<file path="src/pttpl_cfg.svh">
`ifndef PTTPL_CFG_SVH
`define PTTPL_CFG_SVH
`define PT_CLK_HZ 32'h02625A00
`define PT_SEC_NS 32'h3B9ACA00
`define PT_HALF_NS 32'h1DCD6500
`define PT_NS_CLK (`PT_SEC_NS / `PT_CLK_HZ)
`define PT_PPS_W_NS 32'h00002710
`define PT_PPS_CYC (`PT_PPS_W_NS / `PT_NS_CLK)
`define PT_WIN_NS 32'h000003E8
`define PT_LED_NS 32'h042C1D80
`define PT_LOSS_NS 32'h5F5E1000
`define PT_BAUD 32'h00002580
`define PT_SYNC_PULSES 9'h12C
`define PT_FMAX 32'h000007D0
`define PT_TRIM_MID 13'h0800
`define PT_A_CTRL 3'h0
`define PT_A_OFFS 3'h1
`define PT_A_STAT 3'h2
`define PT_A_TAG 3'h3
`define PT_A_FREQ 3'h4
`define PT_A_NVOF 3'h5
`define PT_CTRL_RST 6'h23
`define PT_CH_CR 8'h0D
`define PT_CH_Q 8'h3F
`define PT_CH_BANG 8'h21
`define PT_CH_MINUS 8'h2D
`define PT_CH_0 8'h30
`define PT_CH_9 8'h39
`define PT_CMD_FREQ 16'h5346
`define PT_CMD_TAG 16'h5454
`define PT_CMD_OFFS 16'h544F
`define PT_CMD_PF 16'h4C4D
`define PT_CMD_TC 16'h5054
`define PT_CMD_LOCK 16'h504C
`endif

</file>
<file path="src/pttpl_pkg.sv">
package pttpl_pkg;
  typedef enum logic [3:0] {
    PS_IDLE = 4'b0001,
    PS_EXEC = 4'b0010,
    PS_CONV = 4'b0100,
    PS_SEND = 4'b1000
  } pttpl_state_t;
  typedef struct packed {
    logic valid;
    logic [7:0] data;
  } pttpl_byte_t;
  typedef struct packed {
    logic [3:0] tc;
    logic prefilt;
    logic lock_en;
  } pttpl_ctrl_t;
endpackage

</file>
<file path="src/pttpl_uart_rx.sv">
`timescale 1ns/1ps
module pttpl_uart_rx
  import pttpl_pkg::*;
#(
  parameter int DIV = 4166
)
(
  input wire logic ref_clk,
  input wire logic reset_n,
  input wire logic clk_en,
  input wire logic rxd,
  output pttpl_byte_t rx_o
);
  logic busy_ff, nxt_busy;
  logic [15:0] cnt_ff, nxt_cnt;
  logic [3:0] bit_ff, nxt_bit;
  logic [7:0] sh_ff, nxt_sh;
  pttpl_byte_t out_ff, nxt_out;

  always_comb
  begin
    nxt_busy = busy_ff;
    nxt_cnt = cnt_ff;
    nxt_bit = bit_ff;
    nxt_sh = sh_ff;
    nxt_out = '{valid: 1'b0, data: out_ff.data};
    if (!busy_ff)
    begin
      if (!rxd)
      begin
        nxt_busy = 1'b1;
        nxt_cnt = 16'(DIV / 2);
        nxt_bit = 4'h0;
      end
    end
    else if (cnt_ff != 16'h0)
      nxt_cnt = cnt_ff - 16'h1;
    else
    begin
      nxt_cnt = 16'(DIV - 1);
      nxt_bit = bit_ff + 4'h1;
      if (bit_ff == 4'h0 && rxd)
        nxt_busy = 1'b0;
      else if (bit_ff == 4'h9)
      begin
        nxt_busy = 1'b0;
        nxt_out = '{valid: rxd, data: sh_ff};
      end
      else if (bit_ff != 4'h0)
        nxt_sh = {rxd, sh_ff[7:1]};
    end
  end

  always_ff @(posedge ref_clk)
  begin
    if (!reset_n)
    begin
      busy_ff <= 1'b0;
      cnt_ff <= 16'h0;
      bit_ff <= 4'h0;
      sh_ff <= 8'h00;
      out_ff <= '0;
    end
    else if (clk_en)
    begin
      busy_ff <= nxt_busy;
      cnt_ff <= nxt_cnt;
      bit_ff <= nxt_bit;
      sh_ff <= nxt_sh;
      out_ff <= nxt_out;
    end
  end

  assign rx_o = out_ff;
endmodule

</file>
<file path="src/pttpl_uart_tx.sv">
`timescale 1ns/1ps
module pttpl_uart_tx
  import pttpl_pkg::*;
#(
  parameter int DIV = 4166
)
(
  input wire logic ref_clk,
  input wire logic reset_n,
  input wire logic clk_en,
  input pttpl_byte_t tx_i,
  output logic tx_ready,
  output logic txd
);
  logic busy_ff, nxt_busy;
  logic [15:0] cnt_ff, nxt_cnt;
  logic [3:0] bit_ff, nxt_bit;
  logic [9:0] sh_ff, nxt_sh;

  always_comb
  begin
    nxt_busy = busy_ff;
    nxt_cnt = cnt_ff;
    nxt_bit = bit_ff;
    nxt_sh = sh_ff;
    if (!busy_ff)
    begin
      if (tx_i.valid)
      begin
        nxt_busy = 1'b1;
        nxt_sh = {1'b1, tx_i.data, 1'b0};
        nxt_cnt = 16'(DIV - 1);
        nxt_bit = 4'h0;
      end
    end
    else if (cnt_ff != 16'h0)
      nxt_cnt = cnt_ff - 16'h1;
    else
    begin
      nxt_cnt = 16'(DIV - 1);
      nxt_sh = {1'b1, sh_ff[9:1]};
      nxt_bit = bit_ff + 4'h1;
      if (bit_ff == 4'h9)
        nxt_busy = 1'b0;
    end
  end

  always_ff @(posedge ref_clk)
  begin
    if (!reset_n)
    begin
      busy_ff <= 1'b0;
      cnt_ff <= 16'h0;
      bit_ff <= 4'h0;
      sh_ff <= 10'h3FF;
    end
    else if (clk_en)
    begin
      busy_ff <= nxt_busy;
      cnt_ff <= nxt_cnt;
      bit_ff <= nxt_bit;
      sh_ff <= nxt_sh;
    end
  end

  assign tx_ready = !busy_ff;
  assign txd = sh_ff[0];
endmodule

</file>
<file path="src/pttpl_top.sv">
`timescale 1ns/1ps
`include "pttpl_cfg.svh"
// How it works
// - Capture local nanosecond count at each external pulse rising edge.
// - Input late by N ns reports N.
// - Input early wraps modulo one second, e.g. 999999995.
// - Tag query before any capture replies minus one.
// - Signed offset added to every raw capture before reporting.
// - Save copies offset to nonvolatile copy; separate query reads it.
// - Without input pulses, frequency setting follows the trim input.
// - Detected pulses hand the frequency setting to the loop.
// - Reset, or lock enable 0, returns the frequency setting to the trim input.
// - Frequency setting query replies a signed value within 2000.
// - Proportional-integral loop driven by the nanosecond phase error.
// - Prefilter select 1 smooths phase errors; default is 1.
// - Loop time constant defaults to 8, the slow setting.
// - Lock enable 0 stops locking; query then replies 0.
// - Input lamp flashes per pulse; sync lamp after 300 aligned pulses.
// - Serial link at 9600 baud; code, signed value or question mark.
// - Every reply ends with a carriage return.
// - Tag query returns the last stored capture, not a new one.
module pttpl_top
  import pttpl_pkg::*;
#(
  parameter int LED_CYC = `PT_LED_NS / `PT_NS_CLK,
  parameter int LOSS_CYC = `PT_LOSS_NS / `PT_NS_CLK,
  parameter int BAUD_DIV = `PT_CLK_HZ / `PT_BAUD
)
(
  input wire logic ref_clk,
  input wire logic reset_n,
  input wire logic clk_en,
  input wire logic pps_in,
  input wire logic ser_rx_in,
  input wire logic [11:0] frequency_trim_input,
  input wire logic [2:0] avs_address,
  input wire logic avs_read,
  input wire logic avs_write,
  input wire logic [31:0] avs_writedata,
  output logic [31:0] avs_readdata,
  output logic avs_waitrequest,
  output logic pps_out,
  output logic ser_tx_out,
  output logic input_led,
  output logic sync_led,
  output logic [11:0] frequency_setting
);
  function automatic logic [11:0] clamp_f(input logic signed [31:0] v);
    if (v > $signed(`PT_FMAX))
      return 12'(`PT_FMAX);
    else if (v < -$signed(`PT_FMAX))
      return 12'(-$signed(`PT_FMAX));
    else
      return v[11:0];
  endfunction

  function automatic logic [31:0] pow10_f(input logic [3:0] i);
    case (i)
      4'h0: return 32'h00000001;
      4'h1: return 32'h0000000A;
      4'h2: return 32'h00000064;
      4'h3: return 32'h000003E8;
      4'h4: return 32'h00002710;
      4'h5: return 32'h000186A0;
      4'h6: return 32'h000F4240;
      4'h7: return 32'h00989680;
      4'h8: return 32'h05F5E100;
      default: return `PT_SEC_NS;
    endcase
  endfunction

  // Pin synchronisers, pps in bit 0, serial in bit 1
  logic [1:0] s1_ff, s2_ff, s3_ff, cln_ff, nxt_cln;
  logic ppd_ff, cap;
  always_comb
  begin
    nxt_cln = ((s2_ff ~^ s3_ff) & s2_ff) | (~(s2_ff ~^ s3_ff) & cln_ff);
    cap = cln_ff[0] && !ppd_ff;
  end

  // Local second counter and pulse
  logic [29:0] ns_ff, nxt_ns;
  logic [30:0] nsum;
  logic wrap;
  logic [8:0] pcnt_ff, nxt_pcnt;
  logic pps_ff, nxt_pps;
  always_comb
  begin
    nsum = {1'b0, ns_ff} + 31'(`PT_NS_CLK);
    wrap = nsum >= 31'(`PT_SEC_NS);
    nxt_ns = wrap ? 30'(nsum - 31'(`PT_SEC_NS)) : nsum[29:0];
    nxt_pps = wrap || (pcnt_ff != 9'h0);
    nxt_pcnt = wrap ? 9'(`PT_PPS_CYC - 1)
             : (pcnt_ff != 9'h0 ? pcnt_ff - 9'h1 : 9'h0);
  end

  // Parameters, bus and serial writes
  pttpl_ctrl_t ctrl_ff, nxt_ctrl;
  logic signed [31:0] offs_ff, nxt_offs, nv_ff, nxt_nv;
  logic wait_ff, nxt_wait, acc;
  logic [31:0] rd_ff, nxt_rd;
  logic s_we;
  logic [15:0] s_code;
  logic signed [31:0] s_val;
  logic s_save;
  logic tag_val_ff, pll_on_ff;
  logic [29:0] tag_res_ff;
  logic [11:0] freq_ff;
  logic sync_ff;
  always_comb
  begin
    nxt_ctrl = ctrl_ff;
    nxt_offs = offs_ff;
    nxt_nv = nv_ff;
    nxt_rd = rd_ff;
    acc = (avs_read || avs_write) && !wait_ff;
    nxt_wait = !((avs_read || avs_write) && wait_ff);
    if ((avs_read || avs_write) && wait_ff)
    begin
      if (avs_address == `PT_A_CTRL)
        nxt_rd = {26'h0, ctrl_ff};
      else if (avs_address == `PT_A_OFFS)
        nxt_rd = offs_ff;
      else if (avs_address == `PT_A_STAT)
        nxt_rd = {29'h0, sync_ff, pll_on_ff, tag_val_ff};
      else if (avs_address == `PT_A_TAG)
        nxt_rd = tag_val_ff ? {2'b00, tag_res_ff} : 32'hFFFFFFFF;
      else if (avs_address == `PT_A_FREQ)
        nxt_rd = {{20{freq_ff[11]}}, freq_ff};
      else if (avs_address == `PT_A_NVOF)
        nxt_rd = nv_ff;
      else
        nxt_rd = 32'h0;
    end
    if (acc && avs_write)
    begin
      if (avs_address == `PT_A_CTRL)
        nxt_ctrl = avs_writedata[5:0];
      else if (avs_address == `PT_A_OFFS)
        nxt_offs = avs_writedata;
      else if (avs_address == `PT_A_NVOF)
        nxt_nv = offs_ff;
    end
    else if (s_save)
      nxt_nv = offs_ff;
    else if (s_we)
    begin
      if (s_code == `PT_CMD_OFFS)
        nxt_offs = s_val;
      else if (s_code == `PT_CMD_PF)
        nxt_ctrl.prefilt = s_val[0];
      else if (s_code == `PT_CMD_TC)
        nxt_ctrl.tc = s_val[3:0];
      else if (s_code == `PT_CMD_LOCK)
        nxt_ctrl.lock_en = s_val[0];
    end
  end

  // Capture, loop and lamps
  logic [29:0] tag_raw_ff, nxt_raw, nxt_res;
  logic nxt_tval, nxt_pon, nxt_sync, inwin;
  logic signed [32:0] rsum;
  logic signed [31:0] err, filt_ff, nxt_filt, integ_ff, nxt_integ;
  logic [11:0] nxt_freq, trim_f;
  logic [12:0] trim_d;
  logic [8:0] scnt_ff, nxt_scnt;
  logic [25:0] gap_ff, nxt_gap;
  logic [21:0] led_ff, nxt_led;
  logic led_o_ff, nxt_led_o;
  always_comb
  begin
    nxt_raw = tag_raw_ff;
    nxt_res = tag_res_ff;
    nxt_tval = tag_val_ff;
    nxt_pon = pll_on_ff;
    nxt_filt = filt_ff;
    nxt_integ = integ_ff;
    rsum = $signed({3'b000, ns_ff}) + $signed({offs_ff[31], offs_ff});
    if (rsum < 0)
      rsum = rsum + $signed({1'b0, `PT_SEC_NS});
    else if (rsum >= $signed({1'b0, `PT_SEC_NS}))
      rsum = rsum - $signed({1'b0, `PT_SEC_NS});
    err = (ns_ff >= 30'(`PT_HALF_NS)) ? $signed({2'b00, ns_ff}) - $signed(`PT_SEC_NS)
          : $signed({2'b00, ns_ff});
    inwin = ({2'b00, ns_ff} < `PT_WIN_NS)
         || ({2'b00, ns_ff} > `PT_SEC_NS - `PT_WIN_NS);
    nxt_scnt = scnt_ff;
    nxt_gap = (gap_ff < 26'(LOSS_CYC)) ? gap_ff + 26'h1 : gap_ff;
    nxt_led = (led_ff != 22'h0) ? led_ff - 22'h1 : 22'h0;
    if (gap_ff >= 26'(LOSS_CYC))
      nxt_scnt = 9'h0;
    if (cap)
    begin
      nxt_raw = ns_ff;
      nxt_res = rsum[29:0];
      nxt_tval = 1'b1;
      nxt_gap = 26'h0;
      nxt_led = 22'(LED_CYC);
      nxt_scnt = inwin ? (scnt_ff < `PT_SYNC_PULSES ? scnt_ff + 9'h1 : scnt_ff)
               : 9'h0;
      if (ctrl_ff.lock_en)
      begin
        nxt_pon = 1'b1;
        nxt_filt = ctrl_ff.prefilt ? filt_ff + ((err - filt_ff) >>> 2) : err;
        nxt_integ = integ_ff + (nxt_filt >>> ctrl_ff.tc);
      end
    end
    nxt_led_o = nxt_led != 22'h0;
    nxt_sync = nxt_scnt == `PT_SYNC_PULSES;
    trim_d = {1'b0, frequency_trim_input} - `PT_TRIM_MID;
    trim_f = clamp_f({{19{trim_d[12]}}, trim_d});
    if (pll_on_ff && ctrl_ff.lock_en)
      nxt_freq = clamp_f(-((integ_ff >>> 4) + (filt_ff >>> ctrl_ff.tc)));
    else
      nxt_freq = trim_f;
  end

  // Serial command parser and reply formatter
  pttpl_byte_t rx_b, tx_b;
  logic tx_rdy;
  pttpl_state_t st_ff, nxt_st;
  logic [15:0] code_ff, nxt_code;
  logic q_ff, nxt_q, b_ff, nxt_b, n_ff, nxt_n;
  logic [31:0] acc_ff, nxt_acc, rval_ff, nxt_rval;
  logic rneg_ff, nxt_rneg, strt_ff, nxt_strt, last_ff, nxt_last;
  logic [3:0] idx_ff, nxt_idx, dig_ff, nxt_dig;
  logic [7:0] ch_ff, nxt_ch;
  logic rep;
  logic signed [31:0] rv;
  always_comb
  begin
    nxt_st = st_ff;
    nxt_code = code_ff;
    nxt_q = q_ff;
    nxt_b = b_ff;
    nxt_n = n_ff;
    nxt_acc = acc_ff;
    nxt_rval = rval_ff;
    nxt_rneg = rneg_ff;
    nxt_strt = strt_ff;
    nxt_last = last_ff;
    nxt_idx = idx_ff;
    nxt_dig = dig_ff;
    nxt_ch = ch_ff;
    tx_b = '{valid: 1'b0, data: ch_ff};
    s_we = 1'b0;
    s_save = 1'b0;
    s_code = code_ff;
    s_val = n_ff ? -$signed(acc_ff) : $signed(acc_ff);
    rep = q_ff;
    rv = 32'sh0;
    case (st_ff)
      PS_IDLE:
        if (rx_b.valid)
        begin
          if (rx_b.data == `PT_CH_CR)
            nxt_st = PS_EXEC;
          else if (rx_b.data == `PT_CH_Q)
            nxt_q = 1'b1;
          else if (rx_b.data == `PT_CH_BANG)
            nxt_b = 1'b1;
          else if (rx_b.data == `PT_CH_MINUS)
            nxt_n = 1'b1;
          else if (rx_b.data >= `PT_CH_0 && rx_b.data <= `PT_CH_9)
            nxt_acc = 32'(acc_ff * 32'h0000000A)
                    + {24'h0, rx_b.data - `PT_CH_0};
          else
            nxt_code = {code_ff[7:0], rx_b.data};
        end
      PS_EXEC:
      begin
        if (code_ff == `PT_CMD_FREQ)
          rv = {{20{freq_ff[11]}}, freq_ff};
        else if (code_ff == `PT_CMD_TAG)
          rv = tag_val_ff ? $signed({2'b00, tag_res_ff}) : -32'sh1;
        else if (code_ff == `PT_CMD_OFFS)
          rv = b_ff ? nv_ff : offs_ff;
        else if (code_ff == `PT_CMD_PF)
          rv = {31'h0, ctrl_ff.prefilt};
        else if (code_ff == `PT_CMD_TC)
          rv = {28'h0, ctrl_ff.tc};
        else if (code_ff == `PT_CMD_LOCK)
          rv = {31'h0, ctrl_ff.lock_en};
        else
          rep = 1'b0;
        s_save = !q_ff && b_ff && code_ff == `PT_CMD_OFFS;
        s_we = !q_ff && !b_ff;
        nxt_code = 16'h0;
        nxt_q = 1'b0;
        nxt_b = 1'b0;
        nxt_n = 1'b0;
        nxt_acc = 32'h0;
        nxt_rneg = rv < 0;
        nxt_rval = rv < 0 ? 32'(-rv) : rv;
        nxt_idx = 4'h9;
        nxt_dig = 4'h0;
        nxt_strt = 1'b0;
        nxt_last = 1'b0;
        nxt_ch = `PT_CH_MINUS;
        nxt_st = !rep ? PS_IDLE : (rv < 0 ? PS_SEND : PS_CONV);
      end
      PS_CONV:
        if (rval_ff >= pow10_f(idx_ff))
        begin
          nxt_rval = rval_ff - pow10_f(idx_ff);
          nxt_dig = dig_ff + 4'h1;
        end
        else
        begin
          nxt_dig = 4'h0;
          nxt_idx = (idx_ff != 4'h0) ? idx_ff - 4'h1 : 4'h0;
          if (strt_ff || dig_ff != 4'h0 || idx_ff == 4'h0)
          begin
            nxt_ch = `PT_CH_0 + {4'h0, dig_ff};
            nxt_strt = 1'b1;
            nxt_last = idx_ff == 4'h0;
            nxt_st = PS_SEND;
          end
        end
      PS_SEND:
        if (tx_rdy)
        begin
          tx_b.valid = 1'b1;
          if (ch_ff == `PT_CH_CR)
            nxt_st = PS_IDLE;
          else if (last_ff)
            nxt_ch = `PT_CH_CR;
          else
            nxt_st = PS_CONV;
        end
      default:
        nxt_st = PS_IDLE;
    endcase
  end

  always_ff @(posedge ref_clk)
  begin
    if (!reset_n)
    begin
      s1_ff <= 2'b10;
      s2_ff <= 2'b10;
      s3_ff <= 2'b10;
      cln_ff <= 2'b10;
      ppd_ff <= 1'b0;
      ns_ff <= 30'h0;
      pcnt_ff <= 9'h0;
      pps_ff <= 1'b0;
      ctrl_ff <= `PT_CTRL_RST;
      offs_ff <= 32'sh0;
      nv_ff <= 32'sh0;
      wait_ff <= 1'b1;
      rd_ff <= 32'h0;
      tag_raw_ff <= 30'h0;
      tag_res_ff <= 30'h0;
      tag_val_ff <= 1'b0;
      pll_on_ff <= 1'b0;
      filt_ff <= 32'sh0;
      integ_ff <= 32'sh0;
      freq_ff <= 12'h0;
      scnt_ff <= 9'h0;
      gap_ff <= 26'h0;
      led_ff <= 22'h0;
      led_o_ff <= 1'b0;
      sync_ff <= 1'b0;
      st_ff <= PS_IDLE;
      code_ff <= 16'h0;
      q_ff <= 1'b0;
      b_ff <= 1'b0;
      n_ff <= 1'b0;
      acc_ff <= 32'h0;
      rval_ff <= 32'h0;
      rneg_ff <= 1'b0;
      strt_ff <= 1'b0;
      last_ff <= 1'b0;
      idx_ff <= 4'h0;
      dig_ff <= 4'h0;
      ch_ff <= 8'h00;
    end
    else if (clk_en)
    begin
      s1_ff <= {ser_rx_in, pps_in};
      s2_ff <= s1_ff;
      s3_ff <= s2_ff;
      cln_ff <= nxt_cln;
      ppd_ff <= cln_ff[0];
      ns_ff <= nxt_ns;
      pcnt_ff <= nxt_pcnt;
      pps_ff <= nxt_pps;
      ctrl_ff <= nxt_ctrl;
      offs_ff <= nxt_offs;
      nv_ff <= nxt_nv;
      wait_ff <= nxt_wait;
      rd_ff <= nxt_rd;
      tag_raw_ff <= nxt_raw;
      tag_res_ff <= nxt_res;
      tag_val_ff <= nxt_tval;
      pll_on_ff <= nxt_pon;
      filt_ff <= nxt_filt;
      integ_ff <= nxt_integ;
      freq_ff <= nxt_freq;
      scnt_ff <= nxt_scnt;
      gap_ff <= nxt_gap;
      led_ff <= nxt_led;
      led_o_ff <= nxt_led_o;
      sync_ff <= nxt_sync;
      st_ff <= nxt_st;
      code_ff <= nxt_code;
      q_ff <= nxt_q;
      b_ff <= nxt_b;
      n_ff <= nxt_n;
      acc_ff <= nxt_acc;
      rval_ff <= nxt_rval;
      rneg_ff <= nxt_rneg;
      strt_ff <= nxt_strt;
      last_ff <= nxt_last;
      idx_ff <= nxt_idx;
      dig_ff <= nxt_dig;
      ch_ff <= nxt_ch;
    end
  end

  pttpl_uart_rx #(.DIV(BAUD_DIV)) u_rx (.ref_clk(ref_clk),
    .reset_n(reset_n), .clk_en(clk_en), .rxd(cln_ff[1]), .rx_o(rx_b));
  pttpl_uart_tx #(.DIV(BAUD_DIV)) u_tx (.ref_clk(ref_clk),
    .reset_n(reset_n), .clk_en(clk_en), .tx_i(tx_b), .tx_ready(tx_rdy),
    .txd(ser_tx_out));

  assign avs_readdata = rd_ff;
  assign avs_waitrequest = wait_ff;
  assign pps_out = pps_ff;
  assign input_led = led_o_ff;
  assign sync_led = sync_ff;
  assign frequency_setting = freq_ff;
endmodule

</file>
<file path="config.mk">
export PLATFORM = sky130hd
export DESIGN_NAME = pttpl_top
export DESIGN_NICKNAME = d
export VERILOG_FILES = /design/src/pttpl_pkg.sv /design/src/pttpl_uart_rx.sv /design/src/pttpl_uart_tx.sv /design/src/pttpl_top.sv
export VERILOG_INCLUDE_DIRS = /design/src
export SDC_FILE = /design/constraint.sdc
export NUM_CORES = 2
export LEC_CHECK = 0
export BUFFER_PORTS_ARGS = -buffer_cell sky130_fd_sc_hd__buf_2
export CORE_MARGIN = 2
export CORE_UTILIZATION = 43
export CTS_BUF_LIST = sky130_fd_sc_hd__clkbuf_8
export DETAILED_ROUTE_END_ITERATION = 8
export PLACE_DENSITY = 0.54
export SYNTH_ARGS = -nofsm -noshare
export SYNTH_HDL_FRONTEND = slang
export SYNTH_HIERARCHICAL = 1
export SYNTH_SLANG_ARGS = --single-unit
</file>
<file path="constraint.sdc">
create_clock -name ref_clk -period 11.9 [get_ports ref_clk]
set_input_delay 2.38 -clock ref_clk [delete_from_list [all_inputs] [get_ports ref_clk]]
set_output_delay 2.38 -clock ref_clk [all_outputs]
set_load 0.05 [all_outputs]
</file>
==> qor.csv <==
stage,metric,value,unit
route,drt_pass1_iterations,8,
pwr,vdd.ir_drop.worst,0.174,mV
timing,final_critical_path_share_of_the_clock_period,91.5,%
synthesis,postSynthAreaPerCell,7.46,sq um
hold_path,hold_path.startpoint,tag_res_ff[4],
clock_tree,clkLatencyLatePin,830,ps
cells_and_area,areaGrowthSynthToFinish,8.36,%
die,floorplan.die_area,106000,sq um
setup_path,worstReg2RegEnd,integ_ff[30],
route,wl_per_cell,22.4,um
setup_path,reg2regPathDepth,43,
pwr,power_density_over_the_cells,114,nW/um^2
die,core_region_area,103000,sq um
timing,final.setup_skew,75.1,ps
synthesis,yosys.cell_types.count,116,
clock_tree,cts.repair.resized,0,
cells_and_area,mostFrequentLayoutCells,"nand2_1 (619), nor2_1 (596), a21oi_1 (555), dfxtp_1 (507), o21ai_0 (345)",
route,drt_iter0_markers,3942,
pwr,leakagePower,19.5,nW
timing,hold_slack,452,ps
route,drt-total-wl,165000,um
clock_tree,tritoncts_clock_tree,yes,
timing,setup-violations-final,0,
clock_tree,clk_pin_slew_worst_paths,60,ps
cells_and_area,layout.cells.most_common,nand2_1,
cells_and_area,num-fill-cells,10616,
die,fp.dieW,326,um
die,io-pin-count,103,
synthesis,post_synth_inst_count,5979,
setup_path,worst-endpoint-arrival,11570,ps
cells_and_area,fin_util,46.9,%
route,routed_vias,44908,
hold_path,hold_path_stages,2,
global_routing,grt_first_pass_wirelength,253000,um
timing,period_needed,10890,ps
setup_path,r2r_slack,1010,ps
clock_tree,ctsLongestPathBuffers,3,
run_status,outcome,finished clean,
timing,slew_headroom,19.0,%
timing,rsz_0062_raised_after_global_routing,no,
setup_path,critical_path_class,flop to flop,
setup_path,cp_slowest_cell,dfxtp_1,
place,port_buf_inserts,102,
synthesis,mappedNetlistArea,44600,sq um
flow_run,maxCapViolCount,0,
die,placementRows,118,
clock_tree,cts_sinks,513,
route,vias_per_cell,6.09,
global_routing,grt_start_max_net_pins,96,
global_routing,grt_overall_usage,30.0,%
timing,tightestPinTransition,1210,ps
timing,final_hold_viol_count,0,
clock_tree,post_cts.repair.setup_buffers,0,
place,globalplace.congestion,0.974,
cells_and_area,final-instance-count-excl-fill,7375,
route,detail-route-antenna-nets,0,
setup_path,crit_fanout,12,
place,hpwl,124000,um
synthesis,synth_edf_count,0,
setup_path,critical_path_end_type,flop,
setup_path,critical-path-max-stage-delay,570,ps
place,placed_cells_incl_taps,7184,
hold_path,min_delay_worst_endpoint,tag_res_ff[4],
setup_path,crit-reg2reg-launch,ns_ff[27],
synthesis,synth-warning-count,6,
setup_path,required_worst_endpoint,12590,ps
synthesis,async_flop_share,0,%
die,die_y,326,um
timing,final.setup.tns,0,ps
timing,final_max_slew_viol_count,0,
synthesis,yosys_register_bits,513,
global_routing,overflow,0,
synthesis,part_of_the_yosys_area_used_for_sequential_elements,23.0,%
setup_path,crit_path_start_kind,flop,
timing,peak_freq,91.9,MHz
hold_path,hold_path_class,flop to flop,
synthesis,postSynth.topFlopCell,dfxtp_1,
clock_tree,htree_levels,3,
global_routing,number_of_antenna_violations_at_the_first_check_in_global_routing,19,
clock_tree,cts-root-buf,clkbuf_8,
cells_and_area,finalNetCount,6283,
setup_path,library_cell_appearing_most_often_on_the_critical_path,a21oi_1,
clock_tree,numCtsBuffers,103,
cells_and_area,layout-drive-gt1-share,8.58,%
route,drc,0,
global_routing,first_global_vias,41403,
clock_tree,postCtsHoldBufs,0,
die,initial_utilization,43.2,%
## worst max-delay path: cells and delay by family, from the launching register on
family,cells,cell delay [ps]
and+or+nand+nor,4,570
adders and majority gates,3,1060
buffers and inverters,1,210
DFF,1,570
AOI/OAI and AO/OA,27,6330
muxes,4,1300
xor gates and xnor gates,4,750
## logic make-up after synthesis
kind of cell | Yosys count | share of synthesized area [%]
other | 1 | 0.00840
AND/OR/NAND/NOR | 2190 | 23.9
adder cells (fa/ha/maj) | 320 | 9.09
multiplexers | 233 | 6.29
buffers and inverters | 584 | 5.07
AO/OA/AOI/OAI | 1797 | 25.9
flip-flops | 513 | 23.0
XOR/XNOR | 341 | 6.73
## cells in the mapped netlist (all sizes together), types with 62 or more instances
| master | number | share of area, % |
|---|---|---|
| ha | 313 | 8.8 |
| nand3 | 184 | 2.1 |
| nor2b | 62 | 0.87 |
| a21oi | 557 | 6.3 |
| a31oi | 75 | 1.1 |
| xnor2 | 198 | 3.9 |
| dfxtp | 513 | 23 |
| and3 | 66 | 0.93 |
| nor2 | 599 | 5.0 |
| xor2 | 143 | 2.8 |
| clkbuf | 286 | 2.4 |
| a211oi | 142 | 2.4 |
| mux2i | 159 | 3.6 |
| nand2 | 621 | 5.2 |
| inv | 231 | 1.9 |
| buf | 64 | 0.69 |
| nor3 | 157 | 1.8 |
| a21o | 120 | 2.0 |
| o21ai | 387 | 4.4 |
| nand2b | 91 | 1.3 |
| nand4 | 82 | 1.2 |
## layout make-up
class,instances,area (sq um),area share (%)
well taps,1380,1730,3.57
diodes,6,15.0,0.0310
clock inverters,49,373,0.771
flip-flops and latches,513,10300,21.3
multi-input cells,4883,32100,66.5
repair buffers,174,1060,2.19
inverters,234,886,1.83
clock buffers,136,1870,3.87
## flip-flops by register name, summed over array words and instances, names as in the netlist, 8 cells and up, named ones only
| register | cells |
|---|---|
| acc_ff | 32 |
| avs_readdata | 32 |
| code_ff | 16 |
| filt_ff | 32 |
| frequency_setting | 12 |
| gap_ff | 26 |
| integ_ff | 32 |
| led_ff | 22 |
| ns_ff | 30 |
| nv_ff | 32 |
| offs_ff | 32 |
| pcnt_ff | 9 |
| rval_ff | 32 |
| scnt_ff | 9 |
| tag_res_ff | 30 |
| u_rx/cnt_ff | 16 |
| u_rx/rx_o | 9 |
| u_rx/sh_ff | 8 |
| u_tx/cnt_ff | 16 |
| u_tx/sh_ff | 9 |
## metrics by stage
stage / worst slack (ps) / instance area [sq um] / power (mW)
after floorplan: 2220 / 44600 / 3.10
after CTS: 605 / 48300 / 5.53
after global routing: 158 / 48400 / 5.81
after detailed placement: 751 / 46100 / 3.49
after global placement: 900 / 46100 / 3.48
final: 1010 / 48400 / 5.49
## worst max path at each step
stage | startpoint | to | cells after the start
2_1_floorplan | ns_ff[9] | integ_ff[30] | 46
3_3_place_gp | ns_ff[27] | integ_ff[30] | 43
3_5_place_dp | ns_ff[27] | integ_ff[30] | 43
4_1_cts | ns_ff[27] | integ_ff[30] | 43
5_1_grt | ns_ff[27] | integ_ff[30] | 42
6_report | ns_ff[27] | integ_ff[30] | 43
## report_power, final
group | internal [mW] | leakage, nW | switching (mW) | total [mW]
Combinational | 0.613 | 14.1 | 0.977 | 1.59
Clock | 1.11 | 1.26 | 0.903 | 2.02
Sequential | 1.79 | 4.15 | 0.0925 | 1.88
Total | 3.52 | 19.5 | 1.97 | 5.49
## per-layer routing
layer | up-vias | global-route usage, % | share of wire [%]
li1 | 21734 | - | -
met1 | 21412 | 42.2 | 46
met2 | 1479 | 46.1 | 43
met3 | 277 | 4.32 | 6.6
met4 | 6 | 11.5 | 4.2
met5 | - | 0 | 0.022
Power figures use the tool's default switching activity.
